## config.mk

```make
export PLATFORM = sky130hd
export DESIGN_NAME = lcc_regs
export DESIGN_NICKNAME = d
export VERILOG_FILES = /design/src/rtl/lcc_pkg.sv /design/src/rtl/lcc_regs.sv /design/src/rtl/lcc_chan.sv /design/src/rtl/lcc_atten_decode.sv
export SDC_FILE = /design/constraint.sdc
export NUM_CORES = 2
export LEC_CHECK = 0
export ABC_AREA = 1
export BUFFER_PORTS_ARGS = -buffer_cell sky130_fd_sc_hd__buf_2
export CAP_MARGIN = 20
export CORE_AREA = 2 2 671 673
export CTS_CLUSTER_DIAMETER = 200
export DETAILED_ROUTE_END_ITERATION = 10
export DIE_AREA = 0 0 673 675
export MAX_ROUTING_LAYER = met4
export PLACE_DENSITY = 0.3
export REMOVE_ABC_BUFFERS = 1
export SYNTH_ARGS = -nofsm -noshare
export SYNTH_HDL_FRONTEND = slang
export SYNTH_SLANG_ARGS = --single-unit
```

## constraint.sdc

```tcl
create_clock -name aclk -period 4.4 [get_ports aclk]
set_input_delay 0.88 -clock aclk [delete_from_list [all_inputs] [get_ports aclk]]
set_output_delay 0.88 -clock aclk [all_outputs]
set_load 0.05 [all_outputs]
```

## src/rtl/lcc_pkg.sv

```systemverilog
// shared constants and types for the line channel configuration registers
// assumes one 200 MHz clock; byte address of a register is four times its index
package lcc_pkg;
   localparam int ADDR_W = 13;
   localparam int DATA_W = 32;
   localparam int MAX_CH = 22;
   // register indices; channel n>0 at (n-1)*stride, channel 0 at its own base
   localparam logic [10:0] IDX_CHAN_CFG = 11'h001;
   localparam logic [10:0] IDX_TX_JA = 11'h002;
   localparam logic [10:0] IDX_RX_JA = 11'h003;
   localparam logic [10:0] IDX_TIMER_IRQ = 11'h3C0;
   localparam logic [10:0] CH_STRIDE = 11'h040;
   localparam logic [10:0] CH0_BASE = 11'h7C0;
   // field positions
   localparam int CHANNEL_CONFIG_STD_BIT = 0;
   localparam int CHANNEL_CONFIG_RST_BIT = 1;
   localparam int JA_BW_BIT = 0;
   localparam int JA_DP_LSB = 1;
   localparam int JA_DP_MSB = 2;
   localparam int JA_EN_BIT = 3;
   localparam int JA_LIMIT_BIT = 4;
   localparam int TIMER_FLAG_BIT = 0;
   // writable masks, reset values
   localparam logic [7:0] CHANNEL_CONFIG_MASK = 8'h03;
   localparam logic [7:0] JA_MASK = 8'h1F;
   localparam logic [7:0] REG_RESET = 8'h00;
   // soft reset length: a longest time rounds down
   localparam int SOFT_RST_MAX_NS = 1;
   localparam int CLK_PERIOD_PS = 5000;
   localparam int SOFT_RST_CYCLES = (SOFT_RST_MAX_NS * 1000 * 1000) / CLK_PERIOD_PS;
   localparam int SOFT_RST_CNT_W = $clog2(SOFT_RST_CYCLES + 1);
   // fifo depth in bits and limit margin
   localparam logic [7:0] DEPTH_128 = 8'h80;
   localparam logic [7:0] DEPTH_64 = 8'h40;
   localparam logic [7:0] DEPTH_32 = 8'h20;
   localparam logic [7:0] LIMIT_MARGIN = 8'h02;
   // corner frequencies in hundredths of a hertz
   localparam logic [9:0] CF_T1_WIDE = 10'h1F4;
   localparam logic [9:0] CF_E1_WIDE = 10'h2A5;
   localparam logic [9:0] CF_T1_NARROW = 10'h07E;
   localparam logic [9:0] CF_E1_NARROW = 10'h057;
   // axi responses
   localparam logic [1:0] RESP_OKAY = 2'h0;
   localparam logic [1:0] RESP_DECERR = 2'h3;
   typedef enum logic [2:0] {
      LCC_SEL_NONE,
      LCC_SEL_CHANNEL_CONFIG,
      LCC_SEL_TJA,
      LCC_SEL_RJA,
      LCC_SEL_TIMER
   } lcc_sel_t;
   typedef enum logic {
      LCC_RST_IDLE,
      LCC_RST_BUSY
   } lcc_rst_state_t;
endpackage

```

## src/rtl/lcc_regs.sv

```systemverilog
// per-channel line configuration register bank with an axi4-lite slave
// assumes pins arrive asynchronously and the timer tick comes from logic on aclk
//
// Overview of operation
// - writing one to reset bit resets channel
// - channel reset completes within one microsecond
// - reset bit clears itself when done
// - standard bit: zero T1/J1, one E1
// - standard bit used only with pin low
// - channel reset keeps the standard bit
// - attenuators run only when enabled, default off
// - transmit enable gates transmit attenuator alone
// - depth code: 128, 64, else 32 bits
// - limit adjusts rate two bits from edges
// - wide bandwidth: 5 Hz or 6.77 Hz
// - narrow bandwidth: 1.26 Hz or 0.87 Hz
// - registers read-write, reset to zero
// - copies every 40H, channel zero high
//
// The AXI4-Lite slave port was left to the implementer.
`timescale 1ns/1ps
module lcc_regs #(
   parameter int NUM_CH = 22
) (
   // clock and reset
   input wire logic aclk,
   input wire logic aresetn,
   // axi4-lite write address
   input wire logic awvalid,
   output logic awready,
   input wire logic [lcc_pkg::ADDR_W-1:0] awaddr,
   input wire logic [2:0] awprot,
   // axi4-lite write data
   input wire logic wvalid,
   output logic wready,
   input wire logic [lcc_pkg::DATA_W-1:0] wdata,
   input wire logic [3:0] wstrb,
   // axi4-lite write response
   output logic bvalid,
   input wire logic bready,
   output logic [1:0] bresp,
   // axi4-lite read address
   input wire logic arvalid,
   output logic arready,
   input wire logic [lcc_pkg::ADDR_W-1:0] araddr,
   input wire logic [2:0] arprot,
   // axi4-lite read data
   output logic rvalid,
   input wire logic rready,
   output logic [lcc_pkg::DATA_W-1:0] rdata,
   output logic [1:0] rresp,
   // standard select pins and timer event
   input wire logic standard_select_hw_enable_pin,
   input wire logic standard_select_hw_e1_pin,
   input wire logic second_timer_tick,
   // per-channel state
   output logic [NUM_CH-1:0] ch_soft_reset,
   output logic [NUM_CH-1:0] ch_e1_mode,
   // transmit attenuator controls
   output logic [NUM_CH-1:0] tx_atten_enable,
   output logic [NUM_CH-1:0] tx_atten_limit_enable,
   output logic [NUM_CH*8-1:0] tx_atten_fifo_depth,
   output logic [NUM_CH*8-1:0] tx_atten_high_mark,
   output logic [NUM_CH*8-1:0] tx_atten_low_mark,
   output logic [NUM_CH*10-1:0] tx_atten_corner,
   // receive attenuator controls
   output logic [NUM_CH-1:0] rx_atten_enable,
   output logic [NUM_CH-1:0] rx_atten_limit_enable,
   output logic [NUM_CH*8-1:0] rx_atten_fifo_depth,
   output logic [NUM_CH*8-1:0] rx_atten_high_mark,
   output logic [NUM_CH*8-1:0] rx_atten_low_mark,
   output logic [NUM_CH*10-1:0] rx_atten_corner
);
   import lcc_pkg::*;

   // refuse channel counts the address decode cannot serve
   // a five-bit block field limits how many copies fit
   if (NUM_CH < 2 || NUM_CH > MAX_CH) begin : g_num_ch_check
      $error("lcc_regs: NUM_CH must lie between 2 and 22");
   end

   // pin synchronisers
   logic hw_en_meta_q;
   logic hw_en_q;
   logic hw_e1_meta_q;
   logic hw_e1_q;

   always_ff @(posedge aclk) begin
      if (!aresetn) begin
         hw_en_meta_q <= 1'b0;
         hw_en_q <= 1'b0;
         hw_e1_meta_q <= 1'b0;
         hw_e1_q <= 1'b0;
      end else begin
         hw_en_meta_q <= standard_select_hw_enable_pin;
         hw_en_q <= hw_en_meta_q;
         hw_e1_meta_q <= standard_select_hw_e1_pin;
         hw_e1_q <= hw_e1_meta_q;
      end
   end

   // address decode
   function automatic logic [5:0] chan_of(input logic [ADDR_W-1:0] addr);
      logic [10:0] idx;
      logic [4:0] blk;
      idx = addr[ADDR_W-1:2];
      blk = idx[10:6];
      chan_of = 6'h3F;
      if (idx[10:6] == CH0_BASE[10:6]) begin
         chan_of = 6'h00;
      end else if (32'(blk) < NUM_CH - 1) begin
         chan_of = 6'(blk) + 6'h01;
      end
   endfunction

   function automatic lcc_sel_t sel_of(input logic [ADDR_W-1:0] addr);
      logic [10:0] idx;
      idx = addr[ADDR_W-1:2];
      sel_of = LCC_SEL_NONE;
      if (idx == IDX_TIMER_IRQ) begin
         sel_of = LCC_SEL_TIMER;
      end else if (chan_of(addr) != 6'h3F) begin
         case (idx & (CH_STRIDE - 11'h001))
            IDX_CHAN_CFG: sel_of = LCC_SEL_CHANNEL_CONFIG;
            IDX_TX_JA: sel_of = LCC_SEL_TJA;
            IDX_RX_JA: sel_of = LCC_SEL_RJA;
            default: sel_of = LCC_SEL_NONE;
         endcase
      end
   endfunction

   // write channel: address and data taken in either order
   logic aw_held_q;
   logic w_held_q;
   logic [ADDR_W-1:0] awaddr_q;
   logic [7:0] wdata_q;
   logic wlane_q;
   logic bvalid_q;
   logic [1:0] bresp_q;
   logic wr_go;
   lcc_sel_t wr_sel;
   logic [5:0] wr_chan;
   logic wr_strobe;

   assign awready = !aw_held_q && !bvalid_q;
   assign wready = !w_held_q && !bvalid_q;
   assign wr_go = aw_held_q && w_held_q && !bvalid_q;
   assign wr_sel = sel_of(awaddr_q);
   assign wr_chan = chan_of(awaddr_q);
   // only byte lane zero carries register bits
   assign wr_strobe = wr_go && wlane_q;

   always_ff @(posedge aclk) begin
      if (!aresetn) begin
         aw_held_q <= 1'b0;
         awaddr_q <= '0;
      end else if (awvalid && awready) begin
         aw_held_q <= 1'b1;
         awaddr_q <= awaddr;
      end else if (wr_go) begin
         aw_held_q <= 1'b0;
      end
   end

   always_ff @(posedge aclk) begin
      if (!aresetn) begin
         w_held_q <= 1'b0;
         wdata_q <= 8'h00;
         wlane_q <= 1'b0;
      end else if (wvalid && wready) begin
         w_held_q <= 1'b1;
         wdata_q <= wdata[7:0];
         wlane_q <= wstrb[0];
      end else if (wr_go) begin
         w_held_q <= 1'b0;
      end
   end

   always_ff @(posedge aclk) begin
      if (!aresetn) begin
         bvalid_q <= 1'b0;
         bresp_q <= RESP_OKAY;
      end else if (wr_go) begin
         bvalid_q <= 1'b1;
         bresp_q <= (wr_sel == LCC_SEL_NONE) ? RESP_DECERR : RESP_OKAY;
      end else if (bready) begin
         bvalid_q <= 1'b0;
      end
   end

   assign bvalid = bvalid_q;
   assign bresp = bresp_q;

   // one second timer flag: tick sets, writing one clears, set wins
   logic timer_flag_q;
   logic timer_clear;

   assign timer_clear = wr_strobe && wr_sel == LCC_SEL_TIMER && wdata_q[TIMER_FLAG_BIT];

   always_ff @(posedge aclk) begin
      if (!aresetn) begin
         timer_flag_q <= 1'b0;
      end else if (second_timer_tick) begin
         timer_flag_q <= 1'b1;
      end else if (timer_clear) begin
         timer_flag_q <= 1'b0;
      end
   end

   // channel copies
   logic [7:0] channel_config_rd [NUM_CH];
   logic [7:0] tja_rd [NUM_CH];
   logic [7:0] rja_rd [NUM_CH];

   for (genvar c = 0; c < NUM_CH; c++) begin : g_ch
      logic ch_wr;
      assign ch_wr = wr_strobe && wr_chan == 6'(c);
      lcc_chan u_chan (
         .aclk(aclk),
         .aresetn(aresetn),
         .wr_en(ch_wr),
         .wr_sel(wr_sel),
         .wr_data(wdata_q),
         .std_hw_en(hw_en_q),
         .std_hw_e1(hw_e1_q),
         .chan_cfg(channel_config_rd[c]),
         .tx_ja_cfg(tja_rd[c]),
         .rx_ja_cfg(rja_rd[c]),
         .soft_reset(ch_soft_reset[c]),
         .e1_mode(ch_e1_mode[c])
      );
      lcc_atten_decode u_tx (
         .aclk(aclk),
         .aresetn(aresetn),
         .cfg(tja_rd[c]),
         .e1_mode(ch_e1_mode[c]),
         .hold(ch_soft_reset[c]),
         .enable(tx_atten_enable[c]),
         .limit_enable(tx_atten_limit_enable[c]),
         .depth(tx_atten_fifo_depth[c*8 +: 8]),
         .high_mark(tx_atten_high_mark[c*8 +: 8]),
         .low_mark(tx_atten_low_mark[c*8 +: 8]),
         .corner_centihz(tx_atten_corner[c*10 +: 10])
      );
      lcc_atten_decode u_rx (
         .aclk(aclk),
         .aresetn(aresetn),
         .cfg(rja_rd[c]),
         .e1_mode(ch_e1_mode[c]),
         .hold(ch_soft_reset[c]),
         .enable(rx_atten_enable[c]),
         .limit_enable(rx_atten_limit_enable[c]),
         .depth(rx_atten_fifo_depth[c*8 +: 8]),
         .high_mark(rx_atten_high_mark[c*8 +: 8]),
         .low_mark(rx_atten_low_mark[c*8 +: 8]),
         .corner_centihz(rx_atten_corner[c*10 +: 10])
      );
   end

   // read channel: one outstanding read, data one cycle after the address
   logic rvalid_q;
   logic [DATA_W-1:0] rdata_q;
   logic [1:0] rresp_q;
   lcc_sel_t rd_sel;
   logic [5:0] rd_chan;
   logic [7:0] rd_byte;

   assign rd_sel = sel_of(araddr);
   assign rd_chan = chan_of(araddr);
   assign arready = !rvalid_q;

   always_comb begin
      rd_byte = 8'h00;
      for (int c = 0; c < NUM_CH; c++) begin
         if (rd_chan == 6'(c)) begin
            case (rd_sel)
               LCC_SEL_CHANNEL_CONFIG: rd_byte = channel_config_rd[c];
               LCC_SEL_TJA: rd_byte = tja_rd[c];
               LCC_SEL_RJA: rd_byte = rja_rd[c];
               default: rd_byte = 8'h00;
            endcase
         end
      end
      if (rd_sel == LCC_SEL_TIMER) begin
         rd_byte = {7'h00, timer_flag_q};
      end
   end

   always_ff @(posedge aclk) begin
      if (!aresetn) begin
         rvalid_q <= 1'b0;
         rdata_q <= '0;
         rresp_q <= RESP_OKAY;
      end else if (arvalid && arready) begin
         rvalid_q <= 1'b1;
         rdata_q <= {24'h000000, rd_byte};
         rresp_q <= (rd_sel == LCC_SEL_NONE) ? RESP_DECERR : RESP_OKAY;
      end else if (rready) begin
         rvalid_q <= 1'b0;
      end
   end

   assign rvalid = rvalid_q;
   assign rdata = rdata_q;
   assign rresp = rresp_q;
endmodule

```

## src/rtl/lcc_chan.sv

```systemverilog
// one channel's copy of the configuration, receive and transmit attenuator registers
// assumes writes arrive as a one-cycle strobe from the bus slave on the same clock
`timescale 1ns/1ps
module lcc_chan (
   // clock and reset
   input wire logic aclk,
   input wire logic aresetn,
   // register write strobe
   input wire logic wr_en,
   input wire lcc_pkg::lcc_sel_t wr_sel,
   input wire logic [7:0] wr_data,
   // synchronised standard pins
   input wire logic std_hw_en,
   input wire logic std_hw_e1,
   // register contents and derived state
   output logic [7:0] chan_cfg,
   output logic [7:0] tx_ja_cfg,
   output logic [7:0] rx_ja_cfg,
   output logic soft_reset,
   output logic e1_mode
);
   import lcc_pkg::*;
   lcc_rst_state_t rst_state_q;
   logic [SOFT_RST_CNT_W-1:0] rst_cnt_q;
   logic std_sel_q;
   logic [7:0] tx_ja_q;
   logic [7:0] rx_ja_q;
   logic rst_done;
   logic rst_start;

   assign rst_start = wr_en && wr_sel == LCC_SEL_CHANNEL_CONFIG && wr_data[CHANNEL_CONFIG_RST_BIT];
   assign rst_done = rst_state_q == LCC_RST_BUSY
      && rst_cnt_q == SOFT_RST_CNT_W'(SOFT_RST_CYCLES - 1);

   always_ff @(posedge aclk) begin
      if (!aresetn) begin
         rst_state_q <= LCC_RST_IDLE;
         rst_cnt_q <= '0;
      end else begin
         case (rst_state_q)
            LCC_RST_IDLE: begin
               rst_cnt_q <= '0;
               if (rst_start) begin
                  rst_state_q <= LCC_RST_BUSY;
               end
            end
            LCC_RST_BUSY: begin
               // a second start while busy is absorbed, not restarted
               rst_cnt_q <= rst_cnt_q + 1'b1;
               if (rst_done) begin
                  rst_state_q <= LCC_RST_IDLE;
               end
            end
            default: rst_state_q <= LCC_RST_IDLE;
         endcase
      end
   end

   // standard select survives the channel reset
   always_ff @(posedge aclk) begin
      if (!aresetn) begin
         std_sel_q <= REG_RESET[CHANNEL_CONFIG_STD_BIT];
      end else if (wr_en && wr_sel == LCC_SEL_CHANNEL_CONFIG) begin
         std_sel_q <= wr_data[CHANNEL_CONFIG_STD_BIT];
      end
   end

   // attenuator settings return to defaults when the channel reset ends
   always_ff @(posedge aclk) begin
      if (!aresetn || rst_done) begin
         tx_ja_q <= REG_RESET;
         rx_ja_q <= REG_RESET;
      end else if (wr_en) begin
         if (wr_sel == LCC_SEL_TJA) begin
            tx_ja_q <= wr_data & JA_MASK;
         end
         if (wr_sel == LCC_SEL_RJA) begin
            rx_ja_q <= wr_data & JA_MASK;
         end
      end
   end

   assign soft_reset = rst_state_q == LCC_RST_BUSY;
   assign chan_cfg = {6'h00, soft_reset, std_sel_q};
   assign tx_ja_cfg = tx_ja_q;
   assign rx_ja_cfg = rx_ja_q;
   assign e1_mode = std_hw_en ? std_hw_e1 : std_sel_q;
endmodule

```

## src/rtl/lcc_atten_decode.sv

```systemverilog
// turns one attenuator setting into registered controls for the attenuator datapath
// assumes mode and setting come from the same clock domain
`timescale 1ns/1ps
module lcc_atten_decode (
   // clock and reset
   input wire logic aclk,
   input wire logic aresetn,
   // setting
   input wire logic [7:0] cfg,
   input wire logic e1_mode,
   input wire logic hold,
   // controls
   output logic enable,
   output logic limit_enable,
   output logic [7:0] depth,
   output logic [7:0] high_mark,
   output logic [7:0] low_mark,
   output logic [9:0] corner_centihz
);
   import lcc_pkg::*;
   logic [7:0] depth_d;
   logic [9:0] corner_d;

   always_comb begin
      case (cfg[JA_DP_MSB:JA_DP_LSB])
         2'h0: depth_d = DEPTH_128;
         2'h1: depth_d = DEPTH_64;
         default: depth_d = DEPTH_32;
      endcase
      case ({cfg[JA_BW_BIT], e1_mode})
         2'h0: corner_d = CF_T1_WIDE;
         2'h1: corner_d = CF_E1_WIDE;
         2'h2: corner_d = CF_T1_NARROW;
         default: corner_d = CF_E1_NARROW;
      endcase
   end

   always_ff @(posedge aclk) begin
      if (!aresetn) begin
         enable <= 1'b0;
         limit_enable <= 1'b0;
         depth <= DEPTH_128;
         high_mark <= DEPTH_128 - LIMIT_MARGIN;
         low_mark <= LIMIT_MARGIN;
         corner_centihz <= CF_T1_WIDE;
      end else begin
         // held off during a channel reset so the fifo restarts clean
         enable <= cfg[JA_EN_BIT] && !hold;
         limit_enable <= cfg[JA_LIMIT_BIT] && cfg[JA_EN_BIT] && !hold;
         depth <= depth_d;
         high_mark <= depth_d - LIMIT_MARGIN;
         low_mark <= LIMIT_MARGIN;
         corner_centihz <= corner_d;
      end
   end
endmodule

```

After elaboration in Yosys (flattened, before gate mapping)
Cells that the tools add are included.
Word-level totals
  register bits after elaboration: 1712
  input port bits: 78
  output and inout port bits: 1669
  word-level logic and storage cells: 1339
Operators by class
  add/sub/neg operators: 68
  order comparisons: 2
  eq/ne operators: 216
  multiplexer cells: 266
  bitwise operators: 22
  reductions and logical operators: 420
Operator list (count)
  one-hot mux 10 bit (3 select lines): 44
  one-hot mux 8 bit (2 select lines): 66
  subtractor 8 x 2 -> 8 bit, second input constant: 44
  one-hot mux 5 bit (3 select lines): 22
  logical AND 1 bit: 230
  adder 8 x 1 -> 8 bit, second input constant: 22
  equality test 2 x 1 -> 1 bit, second input constant: 88
  equality test 8 bit, second input constant: 22
  zero test 2 bit: 88
  two-way mux 8 bit: 22
  equality test 6 x 4 -> 1 bit, second input constant: 16
  equality test 2 bit, second input constant: 44
  AND reduction 2 bit: 44
  two-way mux 1 bit: 75
  equality test 6 x 5 -> 1 bit, second input constant: 12
  equality test 6 x 2 -> 1 bit, second input constant: 8
  equality test 6 x 3 -> 1 bit, second input constant: 8
  one-hot mux 1 bit (2 select lines): 22
  two-way mux 6 bit: 6
  zero test 1 bit: 27
  equality test 6 x 1 -> 1 bit, second input constant: 4
  equality test 11 x 10 -> 1 bit, second input constant: 2
  logical OR 1 bit: 22
  inverter 1 bit: 22
  other kinds (14): 34

Longest topological paths before layout
  depth after elaboration: 32
  gate-level depth with buffers: 49
  mapped depth without buffers: 49

By module
Synthesis repeated with hierarchy kept, for this count alone.
Second synthesis, totals
  cell total of the unflattened synthesis: 6665
  area total of the unflattened synthesis: 51787.2 µm²
By module, submodules not included
  lcc_atten_decode: instances 44, cells each 57, area each 541.8 µm², sequential area each 300.3 µm²
  lcc_chan: instances 22, cells each 126, area each 955.9 µm², sequential area each 400.4 µm²
  lcc_regs: instances 1, cells each 1385, area each 6919.1 µm², sequential area each 780.7 µm²

Least setup slack after synthesis
No wires, ideal clock.
  path kind: in2reg
  from: in araddr[8] (netlist name)
  to: reg rdata_q[3], in the netlist rdata[3]
  setup time: 0.132 ns
  arrival time: 3.866 ns
  required time: 4.268 ns
  path slack: 0.402 ns
  cell stages on the path: 26
  path buffers: 4
  cell sequence: ha_1 > nand3_1 > inv_1 > ha_1 > inv_1 > nand2_4 > nand2_4 > nor2_8 > inv_4 > buf_6 > buf_6 > buf_8 > buf_8 > o22ai_1 > a221oi_1 > nand3_1 > a221oi_2 > nand4_1 > a21oi_1 > nand3_1 > a221oi_2 > nand3_1 > a221oi_2 > nand3_1 > nand2_1 > a21oi_1
On the way
  word-level cells in the longest chain between the ends: 32
  elaborated cells between the ends (all ways): 81
  classes of those cells: add/sub: 1; order compare: 1; eq/ne: 28; mux: 50; reduce/logical: 1
Ends and longest elaborated chain
  start: declaration: RTL line lcc_regs.sv:45  | input wire logic [lcc_pkg::ADDR_W-1:0] araddr,
  adder 5 x 1 -> 6 bit / less-than comparator 5 bit (equally long branches): RTL line lcc_regs.sv:112, lcc_regs.sv:111
  two-way mux 6 bit: RTL line lcc_regs.sv:111  | end else if (32'(blk) < NUM_CH - 1) begin
  two-way mux 6 bit: RTL line lcc_regs.sv:109  | if (idx[10:6] == CH0_BASE[10:6]) begin
  two-way mux 6 bit: RTL line lcc_regs.sv:120  | if (idx == IDX_TIMER_IRQ) begin
  inequality test 6 bit: RTL line lcc_regs.sv:122  | end else if (chan_of(addr) != 6'h3F) begin
  two-way mux 2 bit: RTL line lcc_regs.sv:122
  two-way mux 3 bit: RTL line lcc_regs.sv:120
  equality test 3 x 2 -> 1 bit / equality test 3 x 1 -> 1 bit (equally long branches): RTL line lcc_regs.sv:276  | case (rd_sel)
  one-hot mux 5 bit (3 select lines): RTL line lcc_regs.sv:276
  two-way mux 5 bit: RTL line lcc_regs.sv:275  | if (rd_chan == 6'(c)) begin
  two-way mux 8 bit (21 in series): RTL line lcc_regs.sv:275
  two-way mux 8 bit (*): RTL line lcc_regs.sv:284  | if (rd_sel == LCC_SEL_TIMER) begin
  end signal: assignment: RTL line lcc_regs.sv:296  | rdata_q <= {24'h000000, rd_byte};
  end: declaration: RTL line lcc_regs.sv:262  | logic [DATA_W-1:0] rdata_q;
Every way passes the cells marked *; elsewhere a longest branch is shown, timed or not. The select of a mux whose other input is x is not followed.
A chain may end at the register's enable or synchronous reset.

Worst setup path after layout
  from: in araddr[8] (netlist name)
  to: reg rdata_q[1], in the netlist rdata[1]
Same word-level chain as after synthesis.

==> flow_metrics.tcl <==
set metrics [dict create \
    cp.required_ns 5.13 \
    ant_nets 0 \
    wl_per_cell_um 17.9 \
    ys_seq_area_share_pct 50.4 \
    place_inst 11900 \
    clock_latency_ns 0.92 \
    stdcell_count 12200 \
    syn_to_final_growth_pct 29.0 \
    grt_pass1_vias 32200 \
    vias 34200 \
    wirelength_um 218000 \
    synth_cell_types 56 \
    whs_ns 0.159 \
    overflow 0 \
    dpl_cell_area_um2 52900 \
    die_area_um2 454000 \
    end_kind "flip-flop" \
    peakVddDrop_mv 0.264 \
    cts_made_buffers 155 \
    cts_buffer_depth 4 \
    finalPower_w 0.0258 \
    cpPeakStageDelay_ns 0.25 \
    final-hold-violation-count 0 \
    boundaryPins 1747 \
    comb_power_share_pct 9.9 \
    cts.root.buffer_cell "clkbuf_16" \
    hold_path_depth 3 \
    cp_top_family "compound AO/OA/AOI/OAI gates" \
    fin_nets 6234 \
    finalSetupViolations 0 \
    grt_max_degree 116 \
    fmax_ghz 0.247 \
    worstHoldPathType "input port to flip-flop" \
    synth_ff_type "dfxtp_1" \
    rsz0062_at_grt "false" \
    gr-usage-all-layers_pct 9.40 \
    synth-edff-count 0 \
    cts.sink_count 1133 \
    crit_buf_inv 5 \
    place.gp.congestion 0.822 \
    worst_ep_arrival_time_ns 4.78 \
    die_w_um 673 \
    synth.ff_latch_count 1133 \
    finClkSkew_ns 0.109 \
    portBuffers 843 \
    pre_cts_ws_ns -0.797 \
    grt_pass1_wl_um 285000 \
    tightestPinTransition_ns 1.21 \
    finalInstanceArea_um2 58100 \
    cp_num_cells 31 \
    status "finished, final reports clean" \
    hold_buffers 0 \
    timing.final.ws_setup_ns 0.344 \
    cts_tree "yes" \
    die_h_um 675 \
    start_util_pct 10.1 \
    synth-async-reset-ratio_pct 0 \
    drive_gt1_share_pct 21.2 \
    total_leakage_power_nw 23.9 \
    synthesis.area_um2 45000 \
    r2r_cells 14 \
    p_per_area_nw_per_um2 444 \
    fin_crit_sh_pct 92.2 \
    power.share.sequential_pct 40.2 \
    h-tree-depth 4 \
    antenna_found_initial 25 \
    ys_warn_count 0 \
    drt_iter0_drc 1522 \
    p_int_w 0.0181 \
    avgSynthCellArea_um2 8.56 \
    critPathLaunchType "input port" \
    crit_path_top_delay_cell "o21ai_0" \
    slew_headroom_pct 18.5 \
    drc 0 \
    clkPwrFrac_pct 49.9 \
    sw_frac_of_total_pct 29.7 \
    firstDrtPassIters 7 \
    synthCells 5259 \
    finalMaxSlewViolations 0 \
    viasPerCell 2.80 \
    cap_violations 0 \
    hpwl_um 177000 \
    rows 246 \
    path_clk_slew_ns 0.07 \
    crit_fanout 6 \
    coreArea_um2 447000 \
    path_common_cell "nand2_1" \
    power.switching_w 0.00767 \
    path_class "input port to flip-flop" \
    min_period_ns 4.06 \
]
## flip-flops by register name (all words and copies together), names as in the netlist, 44 cells and up
| name | count |
|---|---|
| g_ch.u_rx.corner_centihz | 176 |
| g_ch.u_chan.rst_cnt_q | 176 |
| g_ch.u_rx.high_mark | 44 |
| g_ch.u_tx.high_mark | 44 |
| g_ch.u_tx.corner_centihz | 176 |
| g_ch.u_chan.tx_ja_cfg | 110 |
| g_ch.u_rx.depth | 66 |
| g_ch.u_tx.depth | 66 |
| g_ch.u_chan.rx_ja_cfg | 110 |
## cell usage after synthesis (4+ instances only)
cell | count | area share (%)
dfxtp_1 | 1133 | 50
ha_1 | 26 | 0.72
buf_4 | 1088 | 18
nor3b_1 | 21 | 0.35
buf_2 | 12 | 0.13
nand2_2 | 7 | 0.097
o211ai_1 | 10 | 0.17
xor2_1 | 14 | 0.27
a221oi_1 | 5 | 0.097
inv_1 | 615 | 5.1
o21a_1 | 11 | 0.18
a21oi_1 | 377 | 4.2
buf_1 | 10 | 0.083
clkinv_1 | 9 | 0.075
and2_1 | 7 | 0.097
o21ai_1 | 8 | 0.089
a21boi_0 | 7 | 0.12
nand2_1 | 481 | 4.0
o21ai_0 | 338 | 3.8
and3_1 | 4 | 0.056
a211oi_1 | 32 | 0.53
nand3_2 | 5 | 0.11
nand3_1 | 74 | 0.82
nor2_1 | 483 | 4.0
nor4_1 | 79 | 1.1
nor3_1 | 139 | 1.5
o221ai_1 | 37 | 0.72
nor2_2 | 4 | 0.056
o22ai_1 | 42 | 0.58
a31oi_1 | 13 | 0.18
nand4_1 | 34 | 0.47
clkbuf_1 | 94 | 0.78
## cell usage in the layout, fill, tap and decap left out, drive strengths merged, types with 4 or more instances in the layout
cell type,count
a211oi,32
a21boi,7
a21oi,378
a221oi,8
a31oi,13
and2,7
and3,4
buf,1018
bufinv,7
clkbuf,227
clkinv,40
clkinvlp,7
conb,907
dfxtp,1133
diode,15
ha,26
inv,624
nand2,491
nand3,79
nand4,34
nor2,491
nor3,140
nor3b,21
nor4,79
o211ai,11
o21a,11
o21ai,346
o221ai,37
o22ai,42
xor2,14
## kinds of logic (layout without fill, tap and decap cells)
group | count (synthesis) | count (layout) | share of synthesized area [%]
buf+inv | 1838 | 1923 | 24.5
simple gates | 1348 | 1348 | 13.0
flops | 1133 | 1133 | 50.4
compound gates | 897 | 897 | 11.0
other cells | 2 | 922 | 0.0167
fa+ha+maj | 26 | 26 | 0.723
xor+xnor | 15 | 15 | 0.292
## path summary, 6_finish.rpt
check | from | to | slack, ns
max | araddr[8] | rdata[1]$_SDFFE_PN0P_ | 0.34
min | standard_select_hw_e1_pin | hw_e1_meta_q$_SDFF_PN0_ | 0.16
max reg2reg | awaddr_q[8]$_SDFFE_PN0P_ | g_ch[12].u_chan.tx_ja_cfg[0]$_SDFFE_PP0P_ | 0.87
min reg2reg | hw_en_meta_q$_SDFF_PN0_ | hw_en_q$_SDFF_PN0_ | 0.42
## cell type report
class | count | area (um^2)
fillers | 51400 | 389000
flip-flops and latches | 1133 | 22700
multi-input cells | 3193 | 14700
well taps | 5952 | 7450
repair buffers | 1018 | 5640
clock buffers | 227 | 4550
inverters | 629 | 2370
clock inverters | 49 | 594
diodes | 15 | 37.5
## per-layer routing
metal | vias up | GRT usage [%] | part of all wire [%]
met5 | - | - | 0
met4 | 0 | 2.80 | 3.0
met3 | 262 | 1.62 | 4.8
met2 | 1159 | 18.1 | 55
met1 | 16100 | 9.64 | 37
li1 | 16700 | - | -
## tightest hold or removal path, stage by stage
cell	delay, ns
buf_2	0.08
nand2_1	0.05
inv_1	0.04
## power groups by stage
| stage | clock network, W | registers [W] | logic [W] |
|---|---|---|---|
| 2_1_floorplan | 0 | 0.0107 | 0.00189 |
| 3_3_place_gp | 0 | 0.0106 | 0.00258 |
| 3_5_place_dp | 0 | 0.0106 | 0.00258 |
| 4_1_cts | 0.0135 | 0.0104 | 0.00258 |
| 5_1_grt | 0.0139 | 0.0104 | 0.00267 |
| 6_report | 0.0129 | 0.0104 | 0.00256 |
## stage by stage
step	util, %	setup TNS [ns]
CTS	13.0	0
global route	13.0	0
detailed placement	11.8	-2.88
floorplan	-	-2.76
global placement	11.8	-3.14
finish	13.0	0
## what timing repair did
| action | in CTS | in global routing |
|---|---|---|
| setup endpoints to repair | 0 | 3 |
| resized for setup | 0 | 2 |
| buffers inserted | 0 | 0 |
Power figures use the tool's default switching activity.
